File: src/design/rct_defs.vh
/*
 constants of the reset-cause and time-out block: register indices, field positions,
 reset values, cause codes, oscillator modes and timing counts.
 assumes a 10 MHz pclk and an apb slave whose byte address is four times the index.
*/
`ifndef RCT_DEFS_VH
`define RCT_DEFS_VH

// ==========================================================================
// clock and timing
`define RCT_CLK_HZ 10000000
`define RCT_POWERUP_TIMER_TIME_MS 72
`define RCT_POWERUP_TIMER_CYCLES 20'd720000
`define RCT_OST_TOSC 1024
`define RCT_OST_CYCLES 20'd1024
`define RCT_WAKE_TIME_NS 6000
`define RCT_WAKE_CYCLES 20'd60

// ==========================================================================
// register indices (byte address = index * 4)
`define RCT_IDX_STATUS 10'h003
`define RCT_IDX_POWER_CONTROL_FLAGS 10'h08e
`define RCT_IDX_CFG 10'h090
`define RCT_IDX_CAUSE 10'h091
`define RCT_IDX_IRQ_STAT 10'h092
`define RCT_IDX_IRQ_MASK 10'h093

// ==========================================================================
// core status fields
`define RCT_ST_TIMEOUT 4
`define RCT_ST_POWERDOWN 3
`define RCT_STATUS_POR_VAL 8'h18

// power control fields
`define RCT_PC_OSC_SPEED_SELECT 3
`define RCT_PC_POR 1
`define RCT_PC_BOR 0

// config fields and reset value: [4] brown-out enable, [3] power-up delay disable, [2:0] osc mode
`define RCT_CFG_BROWNOUT_ENABLE_CFG 4
`define RCT_CFG_PWRTDIS 3
`define RCT_CFG_RST 5'h11

// ==========================================================================
// oscillator modes
`define RCT_OSC_LP 3'h0
`define RCT_OSC_XT 3'h1
`define RCT_OSC_HS 3'h2
`define RCT_OSC_EC 3'h3
`define RCT_OSC_RC 3'h4
`define RCT_OSC_INT 3'h5

// cause codes
`define RCT_C_NONE 3'h0
`define RCT_C_POR 3'h1
`define RCT_C_BOR 3'h2
`define RCT_C_MASTER_CLEAR_PIN 3'h3
`define RCT_C_MASTER_CLEAR_PIN_SLP 3'h4
`define RCT_C_WDT 3'h5
`define RCT_C_WDT_WAKE 3'h6
`define RCT_C_INT_WAKE 3'h7

// irq status bits
`define RCT_IRQ_W 6
`define RCT_IRQ_POR 0
`define RCT_IRQ_BOR 1
`define RCT_IRQ_MASTER_CLEAR_PIN 2
`define RCT_IRQ_WDT 3
`define RCT_IRQ_WAKE 4
`define RCT_IRQ_DONE 5

// program counter
`define RCT_PC_RESET 13'h0000
`define RCT_IRQ_VECTOR 13'h0004

`endif

File: src/design/rct_reset_cause.v
/*
 reset-cause recording and reset time-out sequencing with an apb register slave.
 assumes reset and wake events arrive as one-cycle pulses synchronous to pclk,
 and that the core honours core_hold and pc_load.
*/
`timescale 1ns/10ps
`default_nettype none
`include "rct_defs.vh"

module rct_reset_cause #(
   parameter [19:0] POWERUP_TIMER_CYCLES = `RCT_POWERUP_TIMER_CYCLES
) (
   input wire pclk,
   input wire presetn,
   input wire ce,
   input wire psel,
   input wire penable,
   input wire pwrite,
   input wire [11:0] paddr,
   input wire [31:0] pwdata,
   input wire [3:0] pstrb,
   output reg [31:0] prdata,
   output reg pready,
   output reg pslverr,
   input wire por_evt,
   input wire bor_evt,
   input wire master_clear_pin_evt,
   input wire wdt_evt,
   input wire int_wake_evt,
   input wire cpu_sleeping,
   input wire global_irq_enable,
   input wire [12:0] cur_pc,
   output reg core_hold,
   output reg pc_load,
   output reg [12:0] pc_load_value,
   output reg vector_jump,
   output reg irq
);

   // ======================================================================
   // state codes
   localparam [2:0] ST_RUN = 3'h0;
   localparam [2:0] ST_POWERUP_TIMER = 3'h1;
   localparam [2:0] ST_OST = 3'h2;
   localparam [2:0] ST_WAKE = 3'h3;
   localparam [2:0] ST_DONE = 3'h4;
   localparam [2:0] ST_START = 3'h5;
   localparam [19:0] WAKE_CYC = `RCT_WAKE_CYCLES;
   localparam [7:0] STATUS_POR = `RCT_STATUS_POR_VAL;

   // ======================================================================
   // storage
   reg [2:0] status_hi_reg;
   reg timeout_n_reg;
   reg powerdown_n_reg;
   reg [2:0] status_lo_reg;
   reg osc_speed_reg;
   reg por_n_reg;
   reg bor_n_reg;
   reg [4:0] cfg_reg;
   reg [2:0] cause_reg;
   reg [2:0] state_reg;
   reg [19:0] cnt_reg;
   reg ost_pend_reg;
   reg [`RCT_IRQ_W-1:0] irq_stat_reg;
   reg [`RCT_IRQ_W-1:0] irq_mask_reg;

   // ======================================================================
   // helpers
   function [22:0] plan_phase;
      input use_powerup_timer;
      input use_ost;
      input use_wake;
      begin
         if (use_powerup_timer) begin
            plan_phase = {ST_POWERUP_TIMER, POWERUP_TIMER_CYCLES - 20'd1};
         end else if (use_ost) begin
            plan_phase = {ST_OST, `RCT_OST_CYCLES - 20'd1};
         end else if (use_wake) begin
            plan_phase = {ST_WAKE, WAKE_CYC - 20'd1};
         end else begin
            plan_phase = {ST_DONE, 20'd0};
         end
      end
   endfunction

   function hit;
      input [11:0] addr;
      input [9:0] idx;
      begin
         hit = (addr[11:2] == idx) && (addr[1:0] == 2'b00);
      end
   endfunction

   // ======================================================================
   // event decode
   wire running = (state_reg == ST_RUN);
   wire crystal = (cfg_reg[2:0] == `RCT_OSC_LP) || (cfg_reg[2:0] == `RCT_OSC_XT) ||
                  (cfg_reg[2:0] == `RCT_OSC_HS);
   wire internal_osc_mode = (cfg_reg[2:0] == `RCT_OSC_INT);
   wire powerup_timer_on = ~cfg_reg[`RCT_CFG_PWRTDIS];
   wire e_bor = bor_evt & cfg_reg[`RCT_CFG_BROWNOUT_ENABLE_CFG];
   wire asleep = running & cpu_sleeping;
   wire e_wdt_wake = wdt_evt & asleep;
   wire e_int_wake = int_wake_evt & asleep;
   reg [2:0] evt_cause;
   always @* begin
      if (por_evt || state_reg == ST_START) begin
         evt_cause = `RCT_C_POR;
      end else if (e_bor) begin
         evt_cause = `RCT_C_BOR;
      end else if (master_clear_pin_evt && asleep) begin
         evt_cause = `RCT_C_MASTER_CLEAR_PIN_SLP;
      end else if (master_clear_pin_evt) begin
         evt_cause = `RCT_C_MASTER_CLEAR_PIN;
      end else if (e_wdt_wake) begin
         evt_cause = `RCT_C_WDT_WAKE;
      end else if (wdt_evt && running) begin
         evt_cause = `RCT_C_WDT;
      end else if (e_int_wake) begin
         evt_cause = `RCT_C_INT_WAKE;
      end else begin
         evt_cause = `RCT_C_NONE;
      end
   end

   wire is_pup = (evt_cause == `RCT_C_POR) || (evt_cause == `RCT_C_BOR);
   wire is_wake = (evt_cause == `RCT_C_WDT_WAKE) || (evt_cause == `RCT_C_INT_WAKE);
   wire e_any = (evt_cause != `RCT_C_NONE);
   wire [22:0] plan = plan_phase(is_pup & powerup_timer_on, crystal & (is_pup | is_wake),
                                 internal_osc_mode & is_wake);

   // ======================================================================
   // apb decode
   wire access = psel & penable;
   wire commit = access & pready;
   wire wr_lane = commit & pwrite & pstrb[0];
   wire mapped = hit(paddr, `RCT_IDX_STATUS) | hit(paddr, `RCT_IDX_POWER_CONTROL_FLAGS) |
                 hit(paddr, `RCT_IDX_CFG) | hit(paddr, `RCT_IDX_CAUSE) |
                 hit(paddr, `RCT_IDX_IRQ_STAT) | hit(paddr, `RCT_IDX_IRQ_MASK);
   wire [7:0] status_val = {status_hi_reg, timeout_n_reg, powerdown_n_reg, status_lo_reg};
   wire [7:0] power_control_flags_val = {4'h0, osc_speed_reg, 1'b0, por_n_reg, bor_n_reg};
   reg [31:0] rd_mux;
   always @* begin
      rd_mux = 32'h0000_0000;
      if (hit(paddr, `RCT_IDX_STATUS)) begin
         rd_mux = {24'h00_0000, status_val};
      end else if (hit(paddr, `RCT_IDX_POWER_CONTROL_FLAGS)) begin
         rd_mux = {24'h00_0000, power_control_flags_val};
      end else if (hit(paddr, `RCT_IDX_CFG)) begin
         rd_mux = {27'h000_0000, cfg_reg};
      end else if (hit(paddr, `RCT_IDX_CAUSE)) begin
         rd_mux = {26'h000_0000, state_reg, cause_reg};
      end else if (hit(paddr, `RCT_IDX_IRQ_STAT)) begin
         rd_mux = {26'h000_0000, irq_stat_reg};
      end else if (hit(paddr, `RCT_IDX_IRQ_MASK)) begin
         rd_mux = {26'h000_0000, irq_mask_reg};
      end
   end

   // ======================================================================
   // register write strobes
   // a strobe fires only on the committing edge of a write
   wire wr_status = wr_lane & hit(paddr, `RCT_IDX_STATUS);
   wire wr_power_control_flags = wr_lane & hit(paddr, `RCT_IDX_POWER_CONTROL_FLAGS);
   wire wr_cfg = wr_lane & hit(paddr, `RCT_IDX_CFG);
   wire wr_istat = wr_lane & hit(paddr, `RCT_IDX_IRQ_STAT);
   wire wr_imask = wr_lane & hit(paddr, `RCT_IDX_IRQ_MASK);

   // ======================================================================
   // irq events
   reg [`RCT_IRQ_W-1:0] irq_set;
   always @* begin
      irq_set = {`RCT_IRQ_W{1'b0}};
      irq_set[`RCT_IRQ_POR] = (evt_cause == `RCT_C_POR);
      irq_set[`RCT_IRQ_BOR] = (evt_cause == `RCT_C_BOR);
      irq_set[`RCT_IRQ_MASTER_CLEAR_PIN] = (evt_cause == `RCT_C_MASTER_CLEAR_PIN) || (evt_cause == `RCT_C_MASTER_CLEAR_PIN_SLP);
      irq_set[`RCT_IRQ_WDT] = (evt_cause == `RCT_C_WDT);
      irq_set[`RCT_IRQ_WAKE] = is_wake;
      irq_set[`RCT_IRQ_DONE] = (state_reg == ST_DONE);
   end
   wire [`RCT_IRQ_W-1:0] irq_clr = wr_istat ?
                                   pwdata[`RCT_IRQ_W-1:0] : {`RCT_IRQ_W{1'b0}};
   wire [`RCT_IRQ_W-1:0] irq_stat_next = (irq_stat_reg & ~irq_clr) | irq_set;

   // ======================================================================
   // apb slave, one wait cycle
   always @(posedge pclk or negedge presetn) begin
      if (!presetn) begin
         pready <= 1'b0;
         pslverr <= 1'b0;
         prdata <= 32'h0000_0000;
      end else if (ce) begin
         pready <= access & ~pready;
         pslverr <= access & ~pready & ~mapped;
         if (access && !pready) begin
            prdata <= pwrite ? 32'h0000_0000 : rd_mux;
         end
      end
   end

   // ======================================================================
   // configuration and irq registers
   always @(posedge pclk or negedge presetn) begin
      if (!presetn) begin
         cfg_reg <= `RCT_CFG_RST;
         irq_mask_reg <= {`RCT_IRQ_W{1'b0}};
         irq_stat_reg <= {`RCT_IRQ_W{1'b0}};
         irq <= 1'b0;
      end else if (ce) begin
         if (wr_cfg) begin
            cfg_reg <= pwdata[4:0];
         end
         if (wr_imask) begin
            irq_mask_reg <= pwdata[`RCT_IRQ_W-1:0];
         end
         irq_stat_reg <= irq_stat_next;
         irq <= |(irq_stat_next & irq_mask_reg);
      end
   end

   // ======================================================================
   // flag registers: software write first, hardware event wins
   always @(posedge pclk or negedge presetn) begin
      if (!presetn) begin
         status_hi_reg <= STATUS_POR[7:5];
         timeout_n_reg <= 1'b1;
         powerdown_n_reg <= 1'b1;
         status_lo_reg <= 3'h0;
         osc_speed_reg <= 1'b1;
         por_n_reg <= 1'b0;
         bor_n_reg <= 1'b0;
         cause_reg <= `RCT_C_POR;
      end else if (ce) begin
         if (wr_status) begin
            status_hi_reg <= pwdata[7:5];
            status_lo_reg <= pwdata[2:0];
         end
         if (wr_power_control_flags) begin
            osc_speed_reg <= pwdata[`RCT_PC_OSC_SPEED_SELECT];
            por_n_reg <= pwdata[`RCT_PC_POR];
            bor_n_reg <= pwdata[`RCT_PC_BOR];
         end
         if (e_any) begin
            cause_reg <= evt_cause;
         end
         case (evt_cause)
            `RCT_C_POR: begin
               status_hi_reg <= 3'h0;
               timeout_n_reg <= 1'b1;
               powerdown_n_reg <= 1'b1;
               status_lo_reg <= 3'h0;
               osc_speed_reg <= 1'b1;
               por_n_reg <= 1'b0;
            end
            `RCT_C_BOR: begin
               status_hi_reg <= 3'h0;
               timeout_n_reg <= 1'b1;
               powerdown_n_reg <= 1'b1;
               osc_speed_reg <= 1'b1;
               bor_n_reg <= 1'b0;
            end
            `RCT_C_MASTER_CLEAR_PIN: begin
               status_hi_reg <= 3'h0;
               osc_speed_reg <= 1'b1;
            end
            `RCT_C_MASTER_CLEAR_PIN_SLP: begin
               status_hi_reg <= 3'h0;
               timeout_n_reg <= 1'b1;
               powerdown_n_reg <= 1'b0;
               osc_speed_reg <= 1'b1;
            end
            `RCT_C_WDT: begin
               status_hi_reg <= 3'h0;
               timeout_n_reg <= 1'b0;
               osc_speed_reg <= 1'b1;
            end
            `RCT_C_WDT_WAKE: begin
               timeout_n_reg <= 1'b0;
               powerdown_n_reg <= 1'b0;
            end
            `RCT_C_INT_WAKE: begin
               timeout_n_reg <= 1'b1;
               powerdown_n_reg <= 1'b0;
            end
            default: begin
               cause_reg <= cause_reg;
            end
         endcase
      end
   end

   // ======================================================================
   // time-out sequencer and program counter load
   always @(posedge pclk or negedge presetn) begin
      if (!presetn) begin
         state_reg <= ST_START;
         cnt_reg <= 20'd0;
         ost_pend_reg <= 1'b0;
         core_hold <= 1'b1;
         pc_load <= 1'b0;
         pc_load_value <= `RCT_PC_RESET;
         vector_jump <= 1'b0;
      end else if (ce) begin
         pc_load <= 1'b0;
         if (e_any) begin
            state_reg <= plan[22:20];
            cnt_reg <= plan[19:0];
            ost_pend_reg <= crystal & (is_pup | is_wake) & (plan[22:20] == ST_POWERUP_TIMER);
            core_hold <= 1'b1;
            vector_jump <= 1'b0;
            if (is_wake) begin
               pc_load_value <= cur_pc + 13'h0001;
               vector_jump <= (evt_cause == `RCT_C_INT_WAKE) & global_irq_enable;
            end else begin
               pc_load_value <= `RCT_PC_RESET;
            end
         end else begin
            case (state_reg)
               ST_POWERUP_TIMER: begin
                  if (cnt_reg == 20'd0) begin
                     state_reg <= ost_pend_reg ? ST_OST : ST_DONE;
                     cnt_reg <= `RCT_OST_CYCLES - 20'd1;
                  end else begin
                     cnt_reg <= cnt_reg - 20'd1;
                  end
               end
               ST_OST, ST_WAKE: begin
                  if (cnt_reg == 20'd0) begin
                     state_reg <= ST_DONE;
                  end else begin
                     cnt_reg <= cnt_reg - 20'd1;
                  end
               end
               ST_DONE: begin
                  state_reg <= ST_RUN;
                  core_hold <= 1'b0;
                  pc_load <= 1'b1;
               end
               ST_RUN: begin
                  core_hold <= 1'b0;
               end
               default: begin
                  state_reg <= ST_DONE;
               end
            endcase
         end
      end
   end

endmodule
`default_nettype wire

File: config.mk
export PLATFORM = sky130hd
export DESIGN_NAME = rct_reset_cause
export DESIGN_NICKNAME = d
export VERILOG_FILES = /design/src/design/rct_reset_cause.v
export VERILOG_INCLUDE_DIRS = /design/src /design/src/design
export SDC_FILE = /design/constraint.sdc
export NUM_CORES = 1
export LEC_CHECK = 0
export ABC_CLOCK_PERIOD_IN_PS = 5300
export BUFFER_PORTS_ARGS = -buffer_cell sky130_fd_sc_hd__buf_2
export CORE_MARGIN = 5
export CORE_UTILIZATION = 40
export CTS_CLUSTER_DIAMETER = 30
export DETAILED_ROUTE_END_ITERATION = 10
export PLACE_DENSITY = 0.68
export REMOVE_ABC_BUFFERS = 1
export SLEW_MARGIN = 20
export SYNTH_ARGS = -nofsm -noshare
export SYNTH_HDL_FRONTEND = slang
export SYNTH_SLANG_ARGS = --single-unit
File: constraint.sdc
create_clock -name pclk -period 5.3 [get_ports pclk]
set_input_delay 0.265 -clock pclk [delete_from_list [all_inputs] [get_ports pclk]]
set_output_delay 0.265 -clock pclk [all_outputs]
set_load 0.02 [all_outputs]
==> metrics.md <==
| Metric | Value |
|---|---|
| Seq/Total Area, Yosys | `0.410` |
| Peak supply drop | `0.000159 V` |
| I/O pin total | `125` |
| Clock Skew | `0.00487 ns` |
| Fin crit share | `0.541` |
| Top cell by count, worst path | `nor3_1` |
| Fin Hold WS | `-0.0269 ns` |
| Die width | `122 um` |
| Worst endpoint required time | `5.55 ns` |
| Top_reg_cell synth | `dfrtp_1` |
| Setup crit end kind | `register` |
| Worst path cell trace | `nor3_1 > a221oi_1 > o211ai_1 > buf_4 > o31ai_4 > nor3_1 > nor3_1` |
| Worst reg-to-reg path cell count | `7` |
| Longest Clk Path Bufs | `2` |
| Final Critical Period | `2.87 ns` |
| Critical Path Fanout Max | `21` |
| Crit-path slowest cell | `dfstp_2` |
| TritonCTS clock tree | `done` |
| Synth warn | `0` |
| Core ar. | `0.0125 mm^2` |
| Initial antenna violation count | `0` |
| Count of input and output buffers | `73` |
| CTS sink cnt | `82` |
| CTS hold repair buffers | `0` |
| Dpl cells | `752` |
| Max FFs per register | `20` |
| Global route total overflow | `0` |
| Num CTS Buffers | `9` |
| Mapped Area | `0.00503 mm^2` |
| Clock root buffer | `clkbuf_16` |
| Worst r2r src | `state_reg[2]` |
| First-pass GRT wire length | `21300 um` |
| CP endpoint | `cnt_reg[3]` |
| DR iter-0 viols | `approximately 340` |
| P per Cell Area | `roughly 290 mW/mm^2` |
| Fin. Hold Viols | `26` |
| Fin nets | `668` |
| Post-route ant nets | `0` |
| GP Congestion | `0.918` |
| Detailed placement HPWL | `9340 um` |
| EDFF count, synth | `0` |
| Worst-path clk slew | `0.06 ns` |
| Dpl ws | `approximately 2.2 ns` |
| All-layer global routing usage | `0.178` |
| Synth cell types | `80` |
| Cells after Synth | `534` |
| CP startpoint kind | `register` |
| Number of global-route vias before repair | `about 4300` |
| Vias per Instance | `5.68` |
| Cell Area, Placed | `0.00538 mm^2` |
| Status | `finished with violations` |
| Worst slew margin | `0.346` |
| Clk_lat worst skew | `0.34 ns` |
| Final Cell Area | `0.00570 mm^2` |
| Async S/R FF share, synth | `1.00` |
| RSZ-0062 raised after global routing | `false` |
| Final Non-Filler Cells | `768` |
| Htree depth | `3` |
| Max-slew violations | `0` |
| # setup viols final | `0` |
| Routed wire per std cell | `17.0 um` |
| DRT Wirelength | `13100 um` |
| Resized Gates After CTS | `0` |
| Area growth from synthesis to layout | `13.1%` |
| First drt pass iteration count | `5` |
| R2r endpoint | `cnt_reg[3]` |
| Final worst slack | `2.43 ns` |
| Starting Density | `0.404` |
| CP Launch Point | `state_reg[2]` |
| Highest achievable clock rate | `roughly 350 MHz` |
| Ant diodes | `0` |
| R2R setup slack | `2.43 ns` |
| Setup TNS | `0 ns` |
| #FFs+latches synth | `82` |
| # DRC | `0` |
| Setup Fix Bufs, Post-CTS | `0` |
| MaxCap Viol Count | `0` |
| Failing checks | `negative hold slack` |
| FP Rows | `slightly above 40` |
| Vias | `4359` |
| Synth Area per Inst | `9.43 um^2` |
| Layout cells sized above 1 | `0.223` |
| Crit Path Category | `register to register` |
| Die ar. | `between 0.01 and 0.015 mm^2` |
| Arr. time, crit path | `3.12 ns` |
| Slew @ Worst Pin | `0.956 ns` |
| Leakage | `2.50 nW` |
| Largest net degree at the start of global routing | `83` |
| Worst stage delay on the critical path | `between 0.7 and 0.8 ns` |
| Worst Hold Class | `primary input to async pin` |
| Die Ht | `122 um` |
[per-stage QoR]
step                total power, mW   util
floorplan                     0.892      -
global placement              0.989  0.432
detailed placement            0.999  0.432
CTS                            1.64  0.456
global route                   1.71  0.457
finish                         1.63  0.457
[cells in the mapped netlist (all sizes together), types with 4 or more instances]
master / count / area, um^2
a21o: 8 / 60.1
a21oi: 22 / 110
a22o: 16 / 140
a22oi: 7 / 52.6
a31oi: 14 / 87.6
and2: 7 / 43.8
and3: 9 / 56.3
buf: 37 / 262
clkbuf: 14 / 65.1
dfrtp: 73 / 1830
dfstp: 9 / 236
inv: 12 / 45.0
mux2: 12 / 135
mux4: 5 / 113
nand2: 63 / 236
nand2b: 7 / 43.8
nand3: 12 / 60.1
nand4b: 4 / 35.0
nor2: 32 / 123
nor2b: 5 / 31.3
nor3: 18 / 100
nor3b: 5 / 37.5
nor4: 7 / 65.1
nor4b: 5 / 50.0
o21ai: 29 / 145
o22ai: 4 / 25.0
o2bb2ai: 4 / 35.0
o31a: 6 / 53.8
o31ai: 17 / 141
or4: 6 / 52.6
xnor2: 6 / 52.6
xor2: 6 / 52.6
[logic make-up after synthesis]
family          share of synthesized area
fa+ha+maj                         0.00746
buf+inv                            0.0738
simple gates                        0.217
xor+xnor                           0.0209
flops                               0.410
other cells                      0.000745
compound gates                      0.219
mux                                0.0512
[critical path, delay by kind of cell (launching register included)]
family                 cells  cell delay [ns]
AOI/OAI and AO/OA          3             1.33
DFF                        1             0.71
and+or+nand+nor            3             0.48
buffers and inverters      1             0.24
[cells in the final DEF (no fill, tap or decap), types with 5 or more instances in the layout]
| master | n |
|---|---|
| o31ai_1 | 16 |
| nor3b_1 | 5 |
| o31a_1 | 5 |
| o21ai_0 | 26 |
| a22oi_1 | 7 |
| dfrtp_1 | 73 |
| clkbuf_16 | 9 |
| nor2_1 | 31 |
| conb_1 | 24 |
| inv_1 | 12 |
| mux2_2 | 12 |
| nand2_1 | 62 |
| nor3_1 | 16 |
| and2_1 | 6 |
| a21oi_1 | 22 |
| mux4_2 | 5 |
| xnor2_1 | 6 |
| and3_1 | 9 |
| nor2b_1 | 5 |
| xor2_1 | 6 |
| dfstp_2 | 9 |
| buf_2 | 72 |
| a31oi_1 | 14 |
| nor4_1 | 5 |
| nand3_1 | 12 |
| a21o_1 | 8 |
| nand2b_1 | 7 |
| a22o_1 | 16 |
[routing by layer]
| layer | vias to the layer above | part of all wire | GRT usage |
|---|---|---|---|
| met2 | 160 | 0.50 | 0.311 |
| met1 | 2115 | 0.42 | 0.221 |
| met4 | 0 | 0.016 | 0.0595 |
| met5 | - | 0 | 0 |
| li1 | 2067 | - | - |
| met3 | 17 | 0.066 | 0.0330 |
[final cells by class]
cell class,count,area [um^2]
Clock inverter,5,52.6
Clock buffer,11,253
Fill cell,1214,6770
Multi-Input combinational cell,412,2690
Inverter,12,45.0
Timing Repair Buffer,74,379
Tap cell,172,215
Sequential cell,82,2060
[worst min path at each step]
stage | slack, ns | to | from | cells after the start
final | -0.03 | pc_load_value[9] | presetn | 1
after global routing | 0.05 | pc_load_value[10] | presetn | 1
after CTS | 0.14 | pc_load_value[0] | cur_pc[0] | 2
after detailed placement | 0.45 | core_hold | core_hold | 2
after global placement | 0.45 | core_hold | core_hold | 2
after floorplan | -0.03 | bor_n_reg | presetn | 0
[power by group]
part / total (mW) / switching, mW / internal, mW
sequential: 0.726 / 0.0530 / 0.673
clock: 0.638 / 0.250 / 0.388
combinational: 0.266 / 0.167 / 0.0990
(Power assumes the default switching activity.)
